File: src/ecg_host_pkg.sv
package ecg_host_pkg;
   // Register offsets of the device outside.
   localparam logic [6:0] ADDR_NO_OPERATION = 7'h00;
   localparam logic [6:0] ADDR_PIN_STATE_WORD = 7'h06;
   localparam logic [6:0] ADDR_FIRST_LEAD_RESULT = 7'h11;
   localparam logic [6:0] ADDR_SECOND_LEAD_RESULT = 7'h12;
   localparam logic [6:0] ADDR_THIRD_LEAD_RESULT = 7'h13;
   localparam logic [6:0] ADDR_PACING_DETECT_RESULT = 7'h1a;
   localparam logic [6:0] ADDR_RESPIRATION_MAGNITUDE = 7'h1b;
   localparam logic [6:0] ADDR_RESPIRATION_PHASE = 7'h1c;
   localparam logic [6:0] ADDR_ELECTRODE_OFF_STATUS = 7'h1d;
   localparam logic [6:0] ADDR_FRAME_HEADER = 7'h40;
   localparam logic [6:0] ADDR_FRAME_CHECK_WORD = 7'h41;
   // Serial word layout.
   localparam int WORD_BITS = 32;
   localparam int SHORT_BITS = 16;
   localparam int RW_BIT = 31;
   localparam int ADDR_MSB = 30;
   localparam int ADDR_LSB = 24;
   localparam int DATA_MSB = 23;
   localparam int RESYNC_CLOCKS = 64;
   // Host own Wishbone registers (byte addresses).
   localparam logic [3:0] REG_CMD = 4'h0;
   localparam logic [3:0] REG_CTRL = 4'h4;
   localparam logic [3:0] REG_STATUS = 4'h8;
   localparam logic [3:0] REG_RDATA = 4'hc;
   // Control bits.
   localparam int CTRL_DIV_LSB = 0;
   localparam int CTRL_DIV_W = 8;
   localparam int CTRL_SHORT = 8;
   localparam int CTRL_KEEP_CS = 9;
   localparam int CTRL_RESYNC = 10;
   localparam logic [7:0] DIV_RESET = 8'h04;
   // Status bits.
   localparam int ST_BUSY = 0;
   localparam int ST_READY = 1;
   localparam int ST_DONE = 2;
   localparam int ST_CMDREQ = 3;
   // Link clock limits.
   localparam int CLK_HZ = 10_000_000;
   localparam int SCLK_MAX_HZ = 40_000_000;
   localparam int HALF_MIN_CYC = (CLK_HZ + 2 * SCLK_MAX_HZ - 1) / (2 * SCLK_MAX_HZ);
   // Last count of the settle gap between words, select high unless keep_cs_r is set.
   localparam logic [7:0] FLUSH_CYCLES = 8'h03;

   typedef enum logic [2:0] {
      ST_IDLE = 3'b000,
      ST_SETUP = 3'b001,
      ST_LOW = 3'b011,
      ST_HIGH = 3'b010,
      ST_END = 3'b110,
      ST_FLUSH = 3'b111
   } link_state_t;

   typedef struct packed {
      logic sclk;
      logic cs_low;
      logic mosi;
   } link_out_t;
endpackage

File: src/ecg_frame_host.sv
// Operation
// - Host never drives serial clock faster than 40 MHz.
// - With select tied low, 64 high clocks then a read realign words.
// - Host keeps serial clock high while chip select is high.
// - Host reads every word of an available packet; this host only reports frame_ready_low_i in status.
// - Command is 32 bits MSB first, 32 rising edges before select rises; with short_r set the host sends only 16.
// - Bit 31 read/write, bits 30..24 address, bits 23..0 data.
// - Framing starts with header read; zero words continue the frame.
// - Select may toggle per word or stay low through the frame.
// - Register read interleaves when sent in the final frame word.
// - Host clock at least frame rate times words times bits.
// - Clock crossing needs three internal cycles per transfer.
`timescale 1ns/1ps
module ecg_frame_host
   import ecg_host_pkg::*;
#(
   parameter int WIDTH_CMD = WORD_BITS
)
(
   // Clock, reset, enable
   input wire logic clk_i,
   input wire logic rst_i,
   input wire logic ce_i,
   // Wishbone slave
   input wire logic cyc_i,
   input wire logic stb_i,
   input wire logic we_i,
   input wire logic [3:0] adr_i,
   input wire logic [3:0] sel_i,
   input wire logic [31:0] dat_i,
   output logic [31:0] dat_o,
   output logic ack_o,
   // Serial link to the device
   output logic sclk_o,
   output logic cs_n_o,
   output logic mosi_o,
   input wire logic miso_i,
   input wire logic frame_ready_low_i
);

   link_state_t state_r;
   link_out_t link_r;
   logic [WIDTH_CMD-1:0] cmd_r;
   logic [WIDTH_CMD-1:0] tx_r;
   logic [WIDTH_CMD-1:0] rx_r;
   logic [31:0] rdata_r;
   logic [CTRL_DIV_W-1:0] div_r;
   logic [CTRL_DIV_W-1:0] cnt_r;
   logic [6:0] bit_r;
   logic short_r;
   logic keep_cs_r;
   logic resync_r;
   logic pend_r;
   logic done_r;
   logic [1:0] miso_s;
   logic [1:0] rdy_s;
   logic wb_hit;
   logic [6:0] word_len;
   logic [CTRL_DIV_W-1:0] half_cyc;

   function automatic logic [31:0] mask_bytes(input logic [31:0] old_v,
      input logic [31:0] new_v, input logic [3:0] sel);
      logic [31:0] r;
      r = old_v;
      for (int i = 0; i < 4; i++)
      begin
         if (sel[i])
         begin
            r[8*i +: 8] = new_v[8*i +: 8];
         end
      end
      return r;
   endfunction

   assign wb_hit = cyc_i && stb_i && !ack_o;
   // Words are 16 bits when short_r is set, commands included; resync words are 64 clocks.
   assign word_len = resync_r ? 7'(RESYNC_CLOCKS)
      : (short_r ? 7'(SHORT_BITS) : 7'(WORD_BITS));
   assign half_cyc = (div_r < 8'(HALF_MIN_CYC)) ? 8'(HALF_MIN_CYC)
      : div_r;

   // Link inputs come from another domain.
   always_ff @(posedge clk_i)
   begin
      if (rst_i)
      begin
         miso_s <= 2'h0;
         rdy_s <= 2'h3;
      end
      else if (ce_i)
      begin
         miso_s <= {miso_s[0], miso_i};
         rdy_s <= {rdy_s[0], frame_ready_low_i};
      end
   end

   // Wishbone acknowledge and read data.
   always_ff @(posedge clk_i)
   begin
      if (rst_i)
      begin
         ack_o <= 1'b0;
         dat_o <= 32'h0;
      end
      else if (ce_i)
      begin
         ack_o <= wb_hit;
         dat_o <= 32'h0;
         if (wb_hit && !we_i)
         begin
            case (adr_i)
               REG_CMD: dat_o <= cmd_r;
               REG_CTRL: dat_o <= {21'h0, resync_r, keep_cs_r, short_r, div_r};
               REG_STATUS: dat_o <= {28'h0, pend_r, done_r, !rdy_s[1],
                  state_r != ST_IDLE};
               REG_RDATA: dat_o <= rdata_r;
               default: dat_o <= 32'h0;
            endcase
         end
      end
   end

   // Control register.
   always_ff @(posedge clk_i)
   begin
      if (rst_i)
      begin
         div_r <= DIV_RESET;
         short_r <= 1'b0;
         keep_cs_r <= 1'b0;
         resync_r <= 1'b0;
      end
      else if (ce_i)
      begin
         if (wb_hit && we_i && adr_i == REG_CTRL)
         begin
            {resync_r, keep_cs_r, short_r, div_r} <=
               11'(mask_bytes({21'h0, resync_r, keep_cs_r, short_r, div_r},
               dat_i, sel_i));
         end
         else if (state_r == ST_END && resync_r)
         begin
            resync_r <= 1'b0;
         end
      end
   end

   // Command register; a write queues one word for the link.
   always_ff @(posedge clk_i)
   begin
      if (rst_i)
      begin
         cmd_r <= '0;
         pend_r <= 1'b0;
      end
      else if (ce_i)
      begin
         if (wb_hit && we_i && adr_i == REG_CMD)
         begin
            cmd_r <= mask_bytes(cmd_r, dat_i, sel_i);
            pend_r <= 1'b1;
         end
         else if (state_r == ST_IDLE && pend_r)
         begin
            pend_r <= 1'b0;
         end
      end
   end

   // Serial engine: idle high clock, 32, 16 or 64 clocks per word, MSB first.
   always_ff @(posedge clk_i)
   begin
      if (rst_i)
      begin
         state_r <= ST_IDLE;
         link_r <= '{sclk: 1'b1, cs_low: 1'b0, mosi: 1'b1};
         cnt_r <= '0;
         bit_r <= '0;
         tx_r <= '0;
         rx_r <= '0;
         rdata_r <= 32'h0;
         done_r <= 1'b0;
      end
      else if (ce_i)
      begin
         if (wb_hit && !we_i && adr_i == REG_STATUS)
         begin
            done_r <= 1'b0;
         end
         case (state_r)
            ST_IDLE:
            begin
               link_r.sclk <= 1'b1;
               if (pend_r)
               begin
                  tx_r <= resync_r ? '1 : cmd_r;
                  link_r.cs_low <= 1'b1;
                  bit_r <= '0;
                  cnt_r <= '0;
                  state_r <= ST_SETUP;
               end
            end
            ST_SETUP:
            begin
               link_r.mosi <= resync_r ? 1'b1 : tx_r[WIDTH_CMD-1];
               if (cnt_r >= half_cyc - 8'h1)
               begin
                  cnt_r <= '0;
                  link_r.sclk <= 1'b0;
                  state_r <= ST_LOW;
               end
               else
               begin
                  cnt_r <= cnt_r + 8'h1;
               end
            end
            ST_LOW:
            begin
               if (cnt_r >= half_cyc - 8'h1)
               begin
                  // Rising edge: device samples here, host takes its bit.
                  cnt_r <= '0;
                  link_r.sclk <= 1'b1;
                  rx_r <= {rx_r[WIDTH_CMD-2:0], miso_s[1]};
                  bit_r <= bit_r + 7'h1;
                  state_r <= ST_HIGH;
               end
               else
               begin
                  cnt_r <= cnt_r + 8'h1;
               end
            end
            ST_HIGH:
            begin
               if (cnt_r >= half_cyc - 8'h1)
               begin
                  cnt_r <= '0;
                  if (bit_r >= word_len)
                  begin
                     state_r <= ST_END;
                  end
                  else
                  begin
                     // Falling edge: device updates its output.
                     tx_r <= {tx_r[WIDTH_CMD-2:0], 1'b1};
                     link_r.mosi <= resync_r ? 1'b1 : tx_r[WIDTH_CMD-2];
                     link_r.sclk <= 1'b0;
                     state_r <= ST_LOW;
                  end
               end
               else
               begin
                  cnt_r <= cnt_r + 8'h1;
               end
            end
            ST_END:
            begin
               // Short words land in the low half of the read register.
               rdata_r <= short_r ? {16'h0, rx_r[SHORT_BITS-1:0]}
                  : rx_r;
               done_r <= 1'b1;
               link_r.cs_low <= keep_cs_r;
               state_r <= ST_FLUSH;
            end
            ST_FLUSH:
            begin
               // Select stays high, or low when keep_cs_r is set, a few cycles so the device can settle.
               if (cnt_r >= FLUSH_CYCLES)
               begin
                  cnt_r <= '0;
                  state_r <= ST_IDLE;
               end
               else
               begin
                  cnt_r <= cnt_r + 8'h1;
               end
            end
            default: state_r <= ST_IDLE;
         endcase
      end
   end

   always_ff @(posedge clk_i)
   begin
      if (rst_i)
      begin
         sclk_o <= 1'b1;
         cs_n_o <= 1'b1;
         mosi_o <= 1'b1;
      end
      else if (ce_i)
      begin
         sclk_o <= link_r.sclk;
         cs_n_o <= !link_r.cs_low;
         mosi_o <= link_r.mosi;
      end
   end

endmodule

File: config.mk
export PLATFORM = sky130hd
export DESIGN_NAME = ecg_frame_host
export DESIGN_NICKNAME = d
export VERILOG_FILES = /design/src/ecg_host_pkg.sv /design/src/ecg_frame_host.sv
export SDC_FILE = /design/constraint.sdc
export NUM_CORES = 1
export LEC_CHECK = 0
export ABC_AREA = 1
export BUFFER_PORTS_ARGS = -buffer_cell sky130_fd_sc_hd__buf_4
export CAP_MARGIN = 20
export CORE_UTILIZATION = 30
export CTS_BUF_LIST = sky130_fd_sc_hd__clkbuf_8
export DETAILED_ROUTE_END_ITERATION = 6
export PLACE_DENSITY = 0.43
export SYNTH_ARGS = -nofsm -noshare
export SYNTH_HDL_FRONTEND = slang
export SYNTH_SLANG_ARGS = --single-unit
File: constraint.sdc
create_clock -name clk_i -period 3 [get_ports clk_i]
set_clock_uncertainty 0.1 [all_clocks]
set_input_delay 0.6 -clock clk_i [delete_from_list [all_inputs] [get_ports clk_i]]
set_output_delay 0.6 -clock clk_i [all_outputs]
set_load 0.1 [all_outputs]
==> Word level (Yosys, flattened, before mapping) <==
Cells that the tools add are included.
{ "op_classes": {"addsub": 3, "multipliers": 0, "div_mod_pow": 0, "magnitude_cmp": 4, "n_eq_ne": 15, "shifts": 0, "n_mux": 44, "bitwise": 0, "reduce_logical": 44} }
{ "op_table": {"columns": ["operator", "n"], "rows": [
  ["$mux 32", 6],
  ["$pmux 32 s4", 1],
  ["$pmux 32 s2", 1],
  ["$mux 8", 4],
  ["$reduce_and 3->1", 10],
  ["$pmux 8 s3", 1],
  ["$mux 3", 7],
  ["$mux 7", 3],
  ["$pmux 3 s6", 1],
  ["$mux 1", 15],
  ["$ne 2x2->1 const B", 7],
  ["$pmux 7 s2", 1],
  ["$reduce_bool 2->1", 7],
  ["$reduce_and 6->1", 2],
  ["$logic_and 1x1->1", 9],
  ["$add 8x1->8 const B", 1],
  ["$eq 4x4->1 const B", 2],
  ["$ge 8x2->1 const B", 1],
  ["$ge 8x8->1", 1],
  ["$lt 8x1->1 const B", 1],
  ["$reduce_and 4->1", 2],
  ["$sub 8x1->8 const B", 1],
  ["$add 7x1->7 const B", 1],
  ["$ge 7x7->1", 1],
  ["15 further kinds", 24]
]} }
{ "totals": {"ff_bits": 202, "latchBits": 0, "mem_bits_rw": 0, "mem_bits_ro": 0, "in_bits": 48, "out_inout_bits": 36, "elab_cells": 136, "n_memories": 0} }

==> Depth between registers and ports, before layout <==
{ "logic_depth": {"ltp_word": 6, "mapped_depth": 22, "mapped_depth_nobuf": 22} }

==> Worst setup path after synthesis <==
Ideal clock, no wire load.
{ "synth_timing": {"path_type": "flip-flop to flip-flop", "startpoint": "register div_r[5]", "endpoint": "register rx_r[22]", "setup_ns": 0.128, "t_arrival_ns": 2.467, "t_required_ns": 2.772, "path_slack_ns": 0.304, "stages_incl_launch_ff": 20, "path_buffers": 1, "synth_period_minus_slack_ns": 2.696, "path_cell_list": "dfxtp_1 -> inv_1 -> nand2_1 -> nor2_1 -> inv_1 -> o21ai_0 -> inv_1 -> ha_1 -> nand2_1 -> o21ai_0 -> o21ai_0 -> inv_1 -> ha_1 -> nand2_1 -> nor2_1 -> nor2_1 -> nand2_1 -> nand3_2 -> clkbuf_1 -> a21oi_1"} }
{ "synth_between": {"elab_chain_cells": 5} }
{ "synth_rtl": {"columns": ["item", "line_no", "text"], "rows": [
  ["start, declared", "ecg_frame_host.sv:47", "logic [CTRL_DIV_W-1:0] div_r;"],
  ["start signal, assigned", "ecg_frame_host.sv:137", "{resync_r, keep_cs_r, short_r, div_r} <="],
  ["$lt 8x1->1", "ecg_frame_host.sv:79", "assign half_cyc = (div_r < 8'(HALF_MIN_CYC)) ? 8'(HALF_MIN_CYC)"],
  ["$mux 8 (*)", "ecg_frame_host.sv:79", null],
  ["$sub 8x1->8 (*)", "ecg_frame_host.sv:219", "if (cnt_r >= half_cyc - 8'h1)"],
  ["$ge 8x8->1 (*)", "ecg_frame_host.sv:219", null],
  ["$reduce_and 3->1 (no source line) (*)", null, null],
  ["end signal, assigned", "ecg_frame_host.sv:224", "rx_r <= {rx_r[WIDTH_CMD-2:0], miso_s[1]};"],
  ["end, declared", "ecg_frame_host.sv:45", "logic [WIDTH_CMD-1:0] rx_r;"]
]} }
Every way passes the cells marked *; elsewhere a longest branch is shown, timed or not.
A chain may end at the register's enable or synchronous reset.

==> Final worst setup path <==
{ "layout_timing": {"startpoint": "register div_r[4]", "endpoint": "register rx_r[27]"} }
Same word-level chain as after synthesis.

==> qor.yml <==
sta:
  slew_headroom: 0.4287
  hold_viol: 0
  setup_viol: 0
  post-route-period-util: 0.9300
  holdWs_ns: 0.1877
  worst_slew_pin_slew_ns: 0.8569
  finalMaxSlewViolations: 0
  tns_ns: 0
  clock.fmax_mhz: 358.4
  period_minus_slack_ns: 2.790
final_layout:
  multi_input_area_sq_um: 3945
  finalNetCount: 1386
  diodes: 0
  drive_gt1_frac: 0.1695
  ff_latch_area_sq_um: 4045
  area_growth_pct: 25.49
  fillCellCount: 3099
yosys:
  netlist_top_cells_area: "dfxtp_1 46%, nand2_1 9.3%, a21oi_1 8.8%"
  netlist_top_cells_count: "218 x nand2_1, 202 x dfxtp_1, 178 x inv_1"
  synth_top_area_cell: "dfxtp_1"
  synth_edf_count: 0
  synth_fp_nets: 1282
  synth_cells: 1219
  async_flop_share: 0
  synth.avg_cell_area_sq_um: 7.257
  synth-main-ff-cell: "dfxtp_1"
  netlist_area_sq_um: 8846
  yosys.cell_count.top_type: "nand2_1"
  ys_types: 36
  synth-seq-cells: 202
  yosysWarnings: 0
  synth_top_area_share: 0.4571
  yosysSeqAreaShare: 0.4571
worst_hold_path:
  worstHoldStart: "frame_ready_low_i"
  hold_path_class: "input port to flop"
  holdPathStages: 3
  min_to: "rdy_s[0]"
clocking:
  cts_tree: "built"
  hold_buffers: 0
  cts-root-buf: "clkbuf_8"
  cts.clk_slew.worst_paths_ns: 0.05
  clock_latency_ns: 0.53
  htreeDepth: 2
  cts_max_path_buffers: 3
  cts_buffers: 39
  clock-sinks: 202
job:
  max_cap_viol_count: 0
die:
  fp.dieArea_sq_um: 30180
  core_area_sq_um: 28860
  boundaryPins: 84
  die_h_um: 173.7
  die_w_um: 173.7
  floorplan.initialDensity: 0.3065
  rows: 62
detailed_routing:
  drt_pre_antenna_iters: 5
  drtIter0Drc: 499
  ant_nets: 0
  via_count: 8160
  wl_mm: 26.91
  viasPerCell: 4.703
  drc_errors: 0
  wl_per_cell_um: 15.51
worst_setup_path:
  r2r_slack_ns: 0.21
  r2r-start: "div_r[4]"
  timing.rr.end: "rx_r[27]"
  r2r_cells: 21
  cp_max_fo: 8
  crit_type: "flop to flop"
  cp.required_ns: 3.32
  start_kind: "flop"
  endpoint_kind: "flop"
  worstPathArrival_ns: 3.11
place:
  place_congestion: 0.7821
  io_buffers: 83
  dp_hpwl_mm: 18.01
global_routing:
  grt_pass1_vias: 7925
  overflow: 0
  grt_pass1_wl_mm: 43.02
  grt_max_degree: 68
  antenna_found_initial: 0
  globalRouteTotalUtil: 0.1775
pwr:
  p_leak_nw: 4.780
  power.density_nw_per_um2: 548.4
  vdd_drop_max_uv: 213.3
run_status:
  run_status: "finished clean"
## kinds of logic (layout without fill, tap and decap cells)
group / Yosys count / count (layout) / synth area share
flip-flops: 202 / 202 / 0.4571
AO/OA/AOI/OAI: 350 / 350 / 0.2205
buffers and inverters: 251 / 383 / 0.1117
XOR/XNOR: 9 / 9 / 0.008911
AND/OR/NAND/NOR: 392 / 392 / 0.1805
adder cells (fa/ha/maj): 15 / 15 / 0.02122
## sequential cells by signal, indices dropped and copies added (netlist names)
name / cells
pend_r: 1
link_r: 3
keep_cs_r: 1
div_r: 8
bit_r: 7
dat_o: 32
cs_n_o: 1
short_r: 1
miso_s: 2
tx_r: 32
rdata_r: 32
sclk_o: 1
done_r: 1
cmd_r: 32
state_r: 3
ack_o: 1
mosi_o: 1
rdy_s: 2
rx_r: 32
cnt_r: 8
resync_r: 1
## report_power, final
group	switching, mW	total [mW]	internal [mW]	leakage (nW)
clock	1.17	2.71	1.54	0.460
sequential	0.0251	2.78	2.75	1.63
combinational	0.397	0.605	0.208	2.69
total	1.59	6.09	4.50	4.78
## critical path, stage by stage, from the launching register on
cell and delay, ns:
dfxtp_2 0.32, inv_2 0.05, nand2_2 0.05, nor2_2 0.10, inv_2 0.06, o21ai_4 0.16, inv_2 0.07, ha_4 0.17
nand2_2 0.07, o21ai_1 0.05, o21ai_1 0.08, inv_1 0.06, ha_1 0.28, nand2_2 0.08, nor2_2 0.12, nand2_2 0.10
nand2_2 0.12, nand3_4 0.09, buf_12 0.17, clkbuf_16 0.16, o21ai_0 0.15, a21oi_1 0.05
## what timing repair did
| action | CTS | global route |
|---|---|---|
| gates cloned | 0 | 3 |
| buffers inserted | 0 | 5 |
| pin swaps | 0 | 12 |
| resized for setup | 2 | 54 |
| endpoints found under the setup margin | 7 | 84 |
## stage by stage
step | std cells | util | cell area [sq um] | power [mW] | worst slack [ns]
detailed placement | 1658 | 0.3479 | 10040 | 3.420 | 0.01147
global placement | 1658 | 0.3479 | 10040 | 3.421 | 0.06892
CTS | 1727 | 0.3752 | 10830 | 6.169 | 0.01778
finish | 1735 | 0.3847 | 11100 | 6.088 | 0.2101
floorplan | 1219 | - | 8846 | 3.220 | 0.3045
global route | 1735 | 0.3847 | 11100 | 6.405 | -0.04154
## layout make-up
type	count	share of cell area
clock buffers	52	0.06447
well taps	384	0.04328
flip-flops and latches	202	0.3644
clock inverters	17	0.006087
inverters	184	0.06233
multi-input cells	766	0.3554
repair buffers	130	0.1040
## worst max path at each step
| stage | end | slack (ns) | cells past startpoint | startpoint |
|---|---|---|---|---|
| CTS | rx_r[24] | 0.02 | 18 | div_r[2] |
| finish | rx_r[27] | 0.21 | 21 | div_r[4] |
| global placement | bit_r[1] | 0.07 | 23 | div_r[4] |
| floorplan | rx_r[22] | 0.30 | 19 | div_r[5] |
| detailed placement | bit_r[0] | 0.01 | 22 | div_r[4] |
| global route | rx_r[9] | -0.04 | 21 | div_r[4] |
## metal layers
metal / wire length, um / track usage / share of wire / vias up
met2: 11400 / 0.2666 / 0.42 / 149
met1: 13770 / 0.2536 / 0.51 / 3766
met5: 0 / 0 / 0 / -
met4: 641 / 0.05958 / 0.024 / 0
met3: 1098 / 0.03311 / 0.041 / 51
li1: - / - / - / 4194
## cells in the final DEF, fill, tap and decap left out, types with 8 or more instances in the layout
cell	synthesis	final
nand3_1	38	36
nand2_2	3	10
inv_1	178	187
o21ai_1	1	13
buf_4	1	113
a22oi_1	31	31
nor2_1	110	104
a211oi_1	17	17
o22ai_1	28	28
buf_12	0	8
a21oi_1	156	155
o221ai_1	8	8
inv_2	4	8
o21ai_0	103	90
clkbuf_8	0	52
nand2_1	218	208
dfxtp_1	202	201
ha_1	15	14
Note: power is estimated with default switching activity, not from simulation.
